$ cat src/include/adcsc_pkg.sv
package adcsc_pkg;
    localparam logic [7:0] ADCSC_ADDR_SYS = 8'h09;
    localparam logic [7:0] ADCSC_ADDR_RSVD = 8'h0a;
    localparam logic [7:0] ADCSC_ADDR_OFCL = 8'h0b;
    localparam logic [7:0] ADCSC_SYS_RESET = 8'h10;
    localparam logic [7:0] ADCSC_RSVD_VALUE = 8'h00;
    localparam logic [7:0] ADCSC_OFCL_RESET = 8'h00;
    localparam logic [7:0] ADCSC_UNMAPPED = 8'h00;
    localparam int ADCSC_MON_HI = 7;
    localparam int ADCSC_MON_LO = 5;
    localparam int ADCSC_CAL_HI = 4;
    localparam int ADCSC_CAL_LO = 3;
    localparam int ADCSC_TMO_BIT = 2;
    localparam int ADCSC_CRC_BIT = 1;
    localparam int ADCSC_STAT_BIT = 0;
    localparam logic [2:0] ADCSC_MON_OFF = 3'h0;
    localparam logic [2:0] ADCSC_MON_SHORT = 3'h1;
    localparam logic [2:0] ADCSC_MON_TEMP = 3'h2;
    localparam logic [2:0] ADCSC_MON_ANALOG_SUPPLY_POSITIVE = 3'h3;
    localparam logic [2:0] ADCSC_MON_DIGITAL_SUPPLY = 3'h4;
    localparam logic [2:0] ADCSC_MON_BO02 = 3'h5;
    localparam logic [2:0] ADCSC_MON_BO1 = 3'h6;
    localparam logic [2:0] ADCSC_MON_BO10 = 3'h7;
    localparam logic [1:0] ADCSC_AMP_EN_ON = 2'h1;
    localparam logic [2:0] ADCSC_GAIN_ONE = 3'h0;
    localparam logic [2:0] ADCSC_GAIN_FOUR = 3'h2;
    localparam logic [4:0] ADCSC_SAMP_1 = 5'h01;
    localparam logic [4:0] ADCSC_SAMP_4 = 5'h04;
    localparam logic [4:0] ADCSC_SAMP_8 = 5'h08;
    localparam logic [4:0] ADCSC_SAMP_16 = 5'h10;
    localparam logic [1:0] ADCSC_BO_OFF = 2'h0;
    localparam logic [1:0] ADCSC_BO_0P2 = 2'h1;
    localparam logic [1:0] ADCSC_BO_1 = 2'h2;
    localparam logic [1:0] ADCSC_BO_10 = 2'h3;
    typedef enum logic [1:0] {
        ADCSC_SUP_NONE,
        ADCSC_SUP_ANALOG,
        ADCSC_SUP_DIGITAL
    } adcsc_sup_t;
endpackage

$ cat src/verilog/adcsc_decode.sv
`timescale 1ns/10ps
// decodes monitor and sample fields into analog front-end controls
module adcsc_decode
    import adcsc_pkg::*;
(
    // fields
    input wire logic [2:0] monitor_select,
    input wire logic [1:0] cal_field,
    input wire logic [2:0] user_gain,
    // decoded controls
    output logic mid_short,
    output logic temp_sense,
    output adcsc_sup_t supply_sel,
    output logic [1:0] burnout_level,
    output logic mux_open,
    output logic [2:0] eff_gain,
    output logic [4:0] cal_samples
);
    // monitor mode decode
    always_comb
    begin
        mid_short = 1'b0;
        temp_sense = 1'b0;
        supply_sel = ADCSC_SUP_NONE;
        burnout_level = ADCSC_BO_OFF;
        case (monitor_select)
            ADCSC_MON_SHORT: mid_short = 1'b1;
            ADCSC_MON_TEMP: temp_sense = 1'b1;
            ADCSC_MON_ANALOG_SUPPLY_POSITIVE: supply_sel = ADCSC_SUP_ANALOG;
            ADCSC_MON_DIGITAL_SUPPLY: supply_sel = ADCSC_SUP_DIGITAL;
            ADCSC_MON_BO02: burnout_level = ADCSC_BO_0P2;
            ADCSC_MON_BO1: burnout_level = ADCSC_BO_1;
            ADCSC_MON_BO10: burnout_level = ADCSC_BO_10;
            default: ; // off: nothing enabled
        endcase
        // burn-out modes still need the inputs, so switches stay under mux
        mux_open = mid_short | temp_sense |
            (supply_sel != ADCSC_SUP_NONE);
        eff_gain = (supply_sel != ADCSC_SUP_NONE) ? ADCSC_GAIN_ONE
            : user_gain;
        case (cal_field)
            2'h0: cal_samples = ADCSC_SAMP_1;
            2'h1: cal_samples = ADCSC_SAMP_4;
            2'h2: cal_samples = ADCSC_SAMP_8;
            default: cal_samples = ADCSC_SAMP_16;
        endcase
    end
endmodule

$ cat src/verilog/adcsc_regs.sv
// The plain strobed port was left to the implementer.
`timescale 1ns/10ps
// system control byte, reserved byte and offset low byte
module adcsc_regs
    import adcsc_pkg::*;
(
    // clock and reset
    input wire logic clk,
    input wire logic rst_n,
    // register port
    input wire logic [7:0] reg_addr,
    input wire logic [7:0] reg_wdata,
    input wire logic reg_write,
    input wire logic reg_read,
    output logic [7:0] reg_rdata,
    // amplifier settings from the gain register
    input wire logic [2:0] user_gain,
    input wire logic [1:0] amplifier_enable,
    // front-end controls
    output logic mid_short,
    output logic temp_sense,
    output logic supply_analog,
    output logic supply_digital,
    output logic [1:0] burnout_level,
    output logic mux_open,
    output logic [2:0] eff_gain,
    output logic [4:0] cal_samples,
    output logic timeout_enable,
    output logic crc_enable,
    output logic status_byte_prepend,
    output logic [7:0] offset_calibration_low,
    // host misuse flags
    output logic temp_setup_bad,
    output logic reserved_write_nonzero
);
    typedef struct packed {
        logic [7:0] system_control;
        logic [7:0] ofcl;
        logic [7:0] rdata;
        logic mid_short;
        logic temp_sense;
        logic sup_a;
        logic sup_d;
        logic [1:0] bo;
        logic mux_open;
        logic [2:0] gain;
        logic [4:0] samples;
        logic temp_bad;
        logic rsvd_bad;
    } adcsc_state_t;

    adcsc_state_t st_q;
    adcsc_state_t st_d;
    logic dec_short;
    logic dec_temp;
    adcsc_sup_t dec_sup;
    logic [1:0] dec_bo;
    logic dec_open;
    logic [2:0] dec_gain;
    logic [4:0] dec_samples;
    logic [7:0] sys_nxt;

    // next control byte, worked out apart from st_d so the decoder
    // output never loops back into the process that reads it
    assign sys_nxt = (reg_write && reg_addr == ADCSC_ADDR_SYS) ? reg_wdata
        : st_q.system_control;

    // decode runs on the next register value so controls follow writes
    // in the same edge as the stored byte
    adcsc_decode u_decode (
        .monitor_select(sys_nxt[ADCSC_MON_HI:ADCSC_MON_LO]),
        .cal_field(sys_nxt[ADCSC_CAL_HI:ADCSC_CAL_LO]),
        .user_gain(user_gain),
        .mid_short(dec_short),
        .temp_sense(dec_temp),
        .supply_sel(dec_sup),
        .burnout_level(dec_bo),
        .mux_open(dec_open),
        .eff_gain(dec_gain),
        .cal_samples(dec_samples)
    );

    // next-state logic for writes, reads and decoded outputs
    always_comb
    begin
        st_d = st_q;
        st_d.rdata = ADCSC_UNMAPPED;
        if (reg_write)
        begin
            if (reg_addr == ADCSC_ADDR_SYS)
            begin
                st_d.system_control = reg_wdata;
            end
            else if (reg_addr == ADCSC_ADDR_OFCL)
            begin
                st_d.ofcl = reg_wdata;
            end
            else if (reg_addr == ADCSC_ADDR_RSVD)
            begin
                // value is dropped; only flag a nonzero write
                st_d.rsvd_bad = st_q.rsvd_bad | (reg_wdata != 8'h00);
            end
        end
        if (reg_read)
        begin
            if (reg_addr == ADCSC_ADDR_SYS)
            begin
                st_d.rdata = st_q.system_control;
            end
            else if (reg_addr == ADCSC_ADDR_RSVD)
            begin
                st_d.rdata = ADCSC_RSVD_VALUE;
            end
            else if (reg_addr == ADCSC_ADDR_OFCL)
            begin
                st_d.rdata = st_q.ofcl;
            end
        end
        st_d.mid_short = dec_short;
        st_d.temp_sense = dec_temp;
        st_d.sup_a = (dec_sup == ADCSC_SUP_ANALOG);
        st_d.sup_d = (dec_sup == ADCSC_SUP_DIGITAL);
        st_d.bo = dec_bo;
        st_d.mux_open = dec_open;
        st_d.gain = dec_gain;
        st_d.samples = dec_samples;
        // live check of the host's duty in temperature mode
        st_d.temp_bad = dec_temp && (amplifier_enable != ADCSC_AMP_EN_ON
            || user_gain > ADCSC_GAIN_FOUR);
    end

    // state register
    always_ff @(posedge clk or negedge rst_n)
    begin
        if (!rst_n)
        begin
            st_q <= '0;
            st_q.system_control <= ADCSC_SYS_RESET;
            st_q.ofcl <= ADCSC_OFCL_RESET;
            st_q.samples <= ADCSC_SAMP_8;
        end
        else
        begin
            st_q <= st_d;
        end
    end

    // outputs come straight from the state flops
    assign reg_rdata = st_q.rdata;
    assign mid_short = st_q.mid_short;
    assign temp_sense = st_q.temp_sense;
    assign supply_analog = st_q.sup_a;
    assign supply_digital = st_q.sup_d;
    assign burnout_level = st_q.bo;
    assign mux_open = st_q.mux_open;
    assign eff_gain = st_q.gain;
    assign cal_samples = st_q.samples;
    assign timeout_enable = st_q.system_control[ADCSC_TMO_BIT];
    assign crc_enable = st_q.system_control[ADCSC_CRC_BIT];
    assign status_byte_prepend = st_q.system_control[ADCSC_STAT_BIT];
    assign offset_calibration_low = st_q.ofcl;
    assign temp_setup_bad = st_q.temp_bad;
    assign reserved_write_nonzero = st_q.rsvd_bad;
endmodule

$ cat config.mk
export PLATFORM = sky130hd
export DESIGN_NAME = adcsc_regs
export DESIGN_NICKNAME = d
export VERILOG_FILES = /design/src/include/adcsc_pkg.sv /design/src/verilog/adcsc_decode.sv /design/src/verilog/adcsc_regs.sv
export SDC_FILE = /design/constraint.sdc
export NUM_CORES = 1
export LEC_CHECK = 0
export BUFFER_PORTS_ARGS = -buffer_cell sky130_fd_sc_hd__buf_2
export CAP_MARGIN = 10
export CELL_PAD_IN_SITES_DETAIL_PLACEMENT = 1
export CELL_PAD_IN_SITES_GLOBAL_PLACEMENT = 1
export CORE_ASPECT_RATIO = 0.9
export CORE_MARGIN = 1.5
export CORE_UTILIZATION = 36
export DETAILED_ROUTE_END_ITERATION = 10
export GPL_ROUTABILITY_DRIVEN = 0
export PLACE_DENSITY = 0.81
export RECOVER_POWER = 25
export SYNTH_ARGS = -nofsm -noshare
export SYNTH_HDL_FRONTEND = slang
export SYNTH_SLANG_ARGS = --single-unit
$ cat constraint.sdc
create_clock -name clk -period 1.19 [get_ports clk]
set_input_delay 0.119 -clock clk [delete_from_list [all_inputs] [get_ports clk]]
set_output_delay 0.119 -clock clk [all_outputs]
set_load 0.05 [all_outputs]
* Yosys cells after proc, flatten, opt, wreduce, memory -nomap -nowiden
Cells that the tools add are included.
Operators by class: order comparisons 1, reduce and logical (&&, ||, !) cells 9, bitwise gates (word level) 5, equality and inequality tests 15, mux-type cells 11
Operators by type and width (count):
- $mux 8 | 5
- $eq 8x4->1 const B | 3
- $pmux 5 s3 | 1
- $eq 3x3->1 const B | 4
- $reduce_bool 8->1 | 1
- $eq 3x2->1 const B | 2
- $pmux 2 s3 | 1
- $eq 2x1->1 const B | 2
- $eq 2x2->1 const B | 2
- $pmux 2 s2 | 1
- $reduce_and 4->1 | 1
- $eq 3x1->1 const B | 1
- $gt 3x2->1 const B | 1
- $mux 3 | 1
- $or 1x1->1 | 3
- $reduce_and 3->1 | 1
- $logic_and 1x1->1 | 2
- $logic_not 2->1 | 1
- $mux 1 | 2
- $ne 2x1->1 const B | 1
- $not 1->1 | 2
- $reduce_and 2->1 | 1
- $reduce_bool 2->1 | 1
- $logic_or 1x1->1 | 1
Word-level totals: output and inout bits 36, register bits 41, input bits 25

* Depth between registers and ports, before layout
depth after elaboration 7, depth in mapped cells 5

* By module
A second synthesis with hierarchy kept.
Second synthesis, totals: cell total of the unflattened synthesis 132, area total of the unflattened synthesis 1800.5 µm²
By module, submodules not included:
- adcsc_regs | area each 1655.3 µm², instances 1, cells each 115
- adcsc_decode | area each 145.1 µm², instances 1, cells each 17

* Worst setup path before layout
No wires, ideal clock.
path type reg-to-reg, start reg st_q[40] in the netlist's numbering, end reg st_q (netlist bit eff_gain[1]), library setup time 0.130 ns, stages on the path, launching flop included 5, buffers on the path 1, required time 1.060 ns, path slack -0.125 ns, arrival 1.185 ns, cell sequence dfrtp_1 > clkbuf_1 > or3b_2 > nand3_1 > mux2i_1
Between the ends: word-level cells in the longest chain between the ends 5
RTL lines:
- start: declaration | RTL line adcsc_regs.sv:52 | adcsc_state_t st_q;
- start signal: assignment | RTL line adcsc_regs.sv:144 | st_q <= st_d;
- $mux 8 * | RTL line adcsc_regs.sv:65 | assign sys_nxt = (reg_write && reg_addr == ADCSC_ADDR_SYS) ? reg_wdata
- $eq 3x3->1 or $eq 3x2->1 (tied branches) | RTL line adcsc_decode.sv:26 | case (monitor_select)
- $pmux 2 s2 * | RTL line adcsc_decode.sv:26
- $reduce_bool 2->1 * | RTL line adcsc_decode.sv:39 | eff_gain = (supply_sel != ADCSC_SUP_NONE) ? ADCSC_GAIN_ONE
- $mux 3 * | RTL line adcsc_decode.sv:39
- via dec_gain[1] | RTL line adcsc_regs.sv:59 | logic [2:0] dec_gain;
The timed path passes the listed nets; every way through them passes the cells marked *. A chain may end at the register's enable or synchronous reset.

==> metrics.md <==
| Metric | Value |
|---|---|
| Initial antenna violation count | `0` |
| EDFF count, synth | `0` |
| Top_reg_cell synth | `dfrtp_1` |
| Switching pwr | `812 µW` |
| Status | `completed` |
| Fmax | `867 MHz` |
| Rel. slew slack | `0.633` |
| Fin nets | `238` |
| Async SR Flop Fraction | `1.00` |
| Drt drc | `0` |
| TritonCTS Sinks | `40` |
| First-pass GRT wire length | `7110 µm` |
| Crit path capture type | `flip-flop` |
| Seq/Total Area, Yosys | `0.504` |
| Leak | `0.00130 µW` |
| Top-count cell post-synth | `dfrtp_1` |
| Initial drt markers | `46` |
| Synth area leader | `dfrtp_1` |
| CTS Buf Count | `5` |
| Die height | `73.5 µm` |
| Syn. warnings | `0` |
| Ratio of cells with drive above 1 in the final layout | `0.500` |
| Total grt overflow | `0` |
| Switching Share | `0.285` |
| Worst-case clock buffer depth | `2` |
| DR WL/cell | `15.7 µm` |
| Post-Place Worst Slack | `-0.292 ns` |
| Port Buffers | `59` |
| Critical-path maximum fanout | `16` |
| Postcts setup bufs | `0` |
| Worst hold-check path type | `input port to flip-flop` |
| Final WL | `4400 µm` |
| Internal power | `2040 µW` |
| ANT cells | `0` |
| Top cells by count, synth | `38 x dfrtp_1, 26 x buf_4, 12 x nor2_1, 11 x mux2_2, 11 x mux2i_1` |
| H-tree depth | `2` |
| Core footprint | `5290 µm²` |
| First-pass detailed-route iteration total | `3` |
| Worst IR drop on VDD | `0.000483 V` |
| Synthesized area | `1990 µm²` |
| Number of global-route vias before repair | `1,434` |
| Fin. max-slew vios | `0` |
| Via count | `1,377` |
| Core Rows | `25` |
| Average cell area after synthesis | `12.1 µm²` |
| Largest net degree at the start of global routing | `41` |
| Area Overhead vs Synth | `18.7%` |
| Final number of setup-violating endpoints | `0` |
| Fin Clk Skew | `0.00496 ns` |
| # fillers | `590` |
| Clock latency at the later pin of the worst-skew pair | `0.30 ns` |
| Multi-input logic area | `773 µm²` |
| CP Class | `input port to flip-flop` |
| Slew @ Worst Pin | `0.551 ns` |
| IO Count | `61` |
| Overall power | `2850 µW` |
| Reg area | `1000 µm²` |
| RSZ-0062 raised after global routing | `false` |
| CTS tree | `built` |
| Number of routed nets with antenna violations | `0` |
| CP Data Arrival Time | `1.33 ns` |
| Flop pwr share | `0.507` |
| Power Dens Cells | `1210 nW/µm²` |
| Synth top area share | `0.478` |
| Synth area leaders | `dfrtp_1 48%, buf_4 9.8%, mux2_2 6.2%` |
| Root Buffer | `clkbuf_8` |
| HPWL Detailed | `3310 µm` |
| Drt via density | `4.90` |
| WP data required | `1.37 ns` |
| Reg clk slew, reported paths | `0.08 ns` |
| Final Cycle Share | `0.969` |
| Unique masters post-synth | `33` |
| Final Hold Viols | `0` |
| Final Critical Period | `1.15 ns` |
| Combinational fraction of design power | `0.164` |
| Post-synthesis register bit count | `40` |
| Clock network power share | `0.330` |
| Mapped Nets | `189` |
| Synth Instances | `164` |
| Max_cap viols | `0` |
| Die width | `81.4 µm` |
| GR Util All Layers | `0.163` |
| Startpoint Class | `input port` |
| Final WS setup | `0.0367 ns` |
| Starting density of the core | `0.377` |
| Die area | `5990 µm²` |
==> power groups by stage <==
stage	clock network, µW	logic (µW)	registers [µW]
after floorplan	0	255	1530
after global placement	0	458	1470
after detailed placement	0	472	1470
after CTS	974	475	1440
after global routing	1020	500	1450
final	940	466	1440
==> per-stage QoR <==
step / instances / utilization / setup TNS [ns] / hold slack (ns) / cell area [µm²]
2_1_floorplan: 164 / - / -0.370 / -0.177 / 2000
3_3_place_gp: 272 / 0.428 / -6.41 / 0.104 / 2260
3_5_place_dp: 272 / 0.428 / -8.14 / 0.104 / 2260
4_1_cts: 281 / 0.447 / 0 / 0.0899 / 2360
5_1_grt: 281 / 0.447 / 0 / 0.0939 / 2360
6_report: 281 / 0.447 / 0 / 0.0971 / 2360
==> placed cells by master (no fill, tap or decap), types with 2 or more instances in the layout <==
| master | instances |
|---|---|
| a22oi_1 | 8 |
| buf_2 | 58 |
| buf_4 | 13 |
| clkbuf_1 | 2 |
| clkbuf_4 | 2 |
| clkbuf_8 | 6 |
| dfrtp_1 | 38 |
| dfstp_2 | 2 |
| mux2_2 | 11 |
| mux2_4 | 7 |
| mux2i_1 | 11 |
| nand2_1 | 7 |
| nand2b_1 | 4 |
| nand3_1 | 7 |
| nand3_4 | 2 |
| nand3b_1 | 2 |
| nor2_1 | 12 |
| nor3b_1 | 3 |
| xor2_1 | 2 |
==> area by class of cell <==
type / count / share of cell area
Tap cell: 67 / 0.0355
Multi-Input combinational cell: 92 / 0.327
Clock buffer: 8 / 0.0381
Timing Repair Buffer: 74 / 0.175
Sequential cell: 40 / 0.425
==> flip-flops by register name (all words and copies together), names as in the netlist <==
name,cells
reg_rdata,8
crc_enable,1
eff_gain,3
offset_calibration_low,8
burnout_level,2
status_byte_prepend,1
supply_digital,1
cal_samples,4
temp_setup_bad,1
mux_open,1
st_q,5
temp_sense,1
timeout_enable,1
mid_short,1
supply_analog,1
reserved_write_nonzero,1
==> critical path, stage by stage <==
cell     delay, ns
buf_2         0.11
nor4_4        0.37
nand3_4       0.32
buf_4         0.28
mux2i_1       0.13
==> cells by family (layout without fill, tap and decap cells) <==
kind of cell / count (synthesis) / count (layout) / share of synthesized area
AO/OA/AOI/OAI: 13 / 13 / 0.0522
XOR/XNOR: 2 / 2 / 0.00880
buffers and inverters: 32 / 82 / 0.115
flip-flops: 40 / 40 / 0.504
multiplexers: 29 / 29 / 0.170
other: 1 / 1 / 0.00188
AND/OR/NAND/NOR: 47 / 47 / 0.148
==> layer usage <==
layer  global-route usage  wire, µm
met1                0.205      1940
met4               0.0632        69
met5                    0         0
met3               0.0484       243
met2                0.263      2150
==> path summary, 6_finish.rpt <==
| check | slack (ns) | cells after the start | to | from |
|---|---|---|---|---|
| min in group asynchronous | 0.45 | 3 | cal_samples[4] | rst_n |
| max in group asynchronous | 0.36 | 3 | reg_rdata[1] | rst_n |
| max reg2reg | 0.05 | 3 | eff_gain[1] | st_q[39] |
| min reg2reg | 0.49 | 1 | reserved_write_nonzero | reserved_write_nonzero |
| min | 0.1 | 2 | crc_enable | reg_wdata[1] |
| max | 0.04 | 5 | supply_analog | reg_addr[5] |
==> timing repair <==
| action | in CTS | in global routing |
|---|---|---|
| hold buffers | 1 | 0 |
| resized for setup | 0 | 3 |
| endpoints found under the setup margin | 0 | 3 |
| hold endpoints to repair | 38 | 0 |
Power figures use the tool's default switching activity.
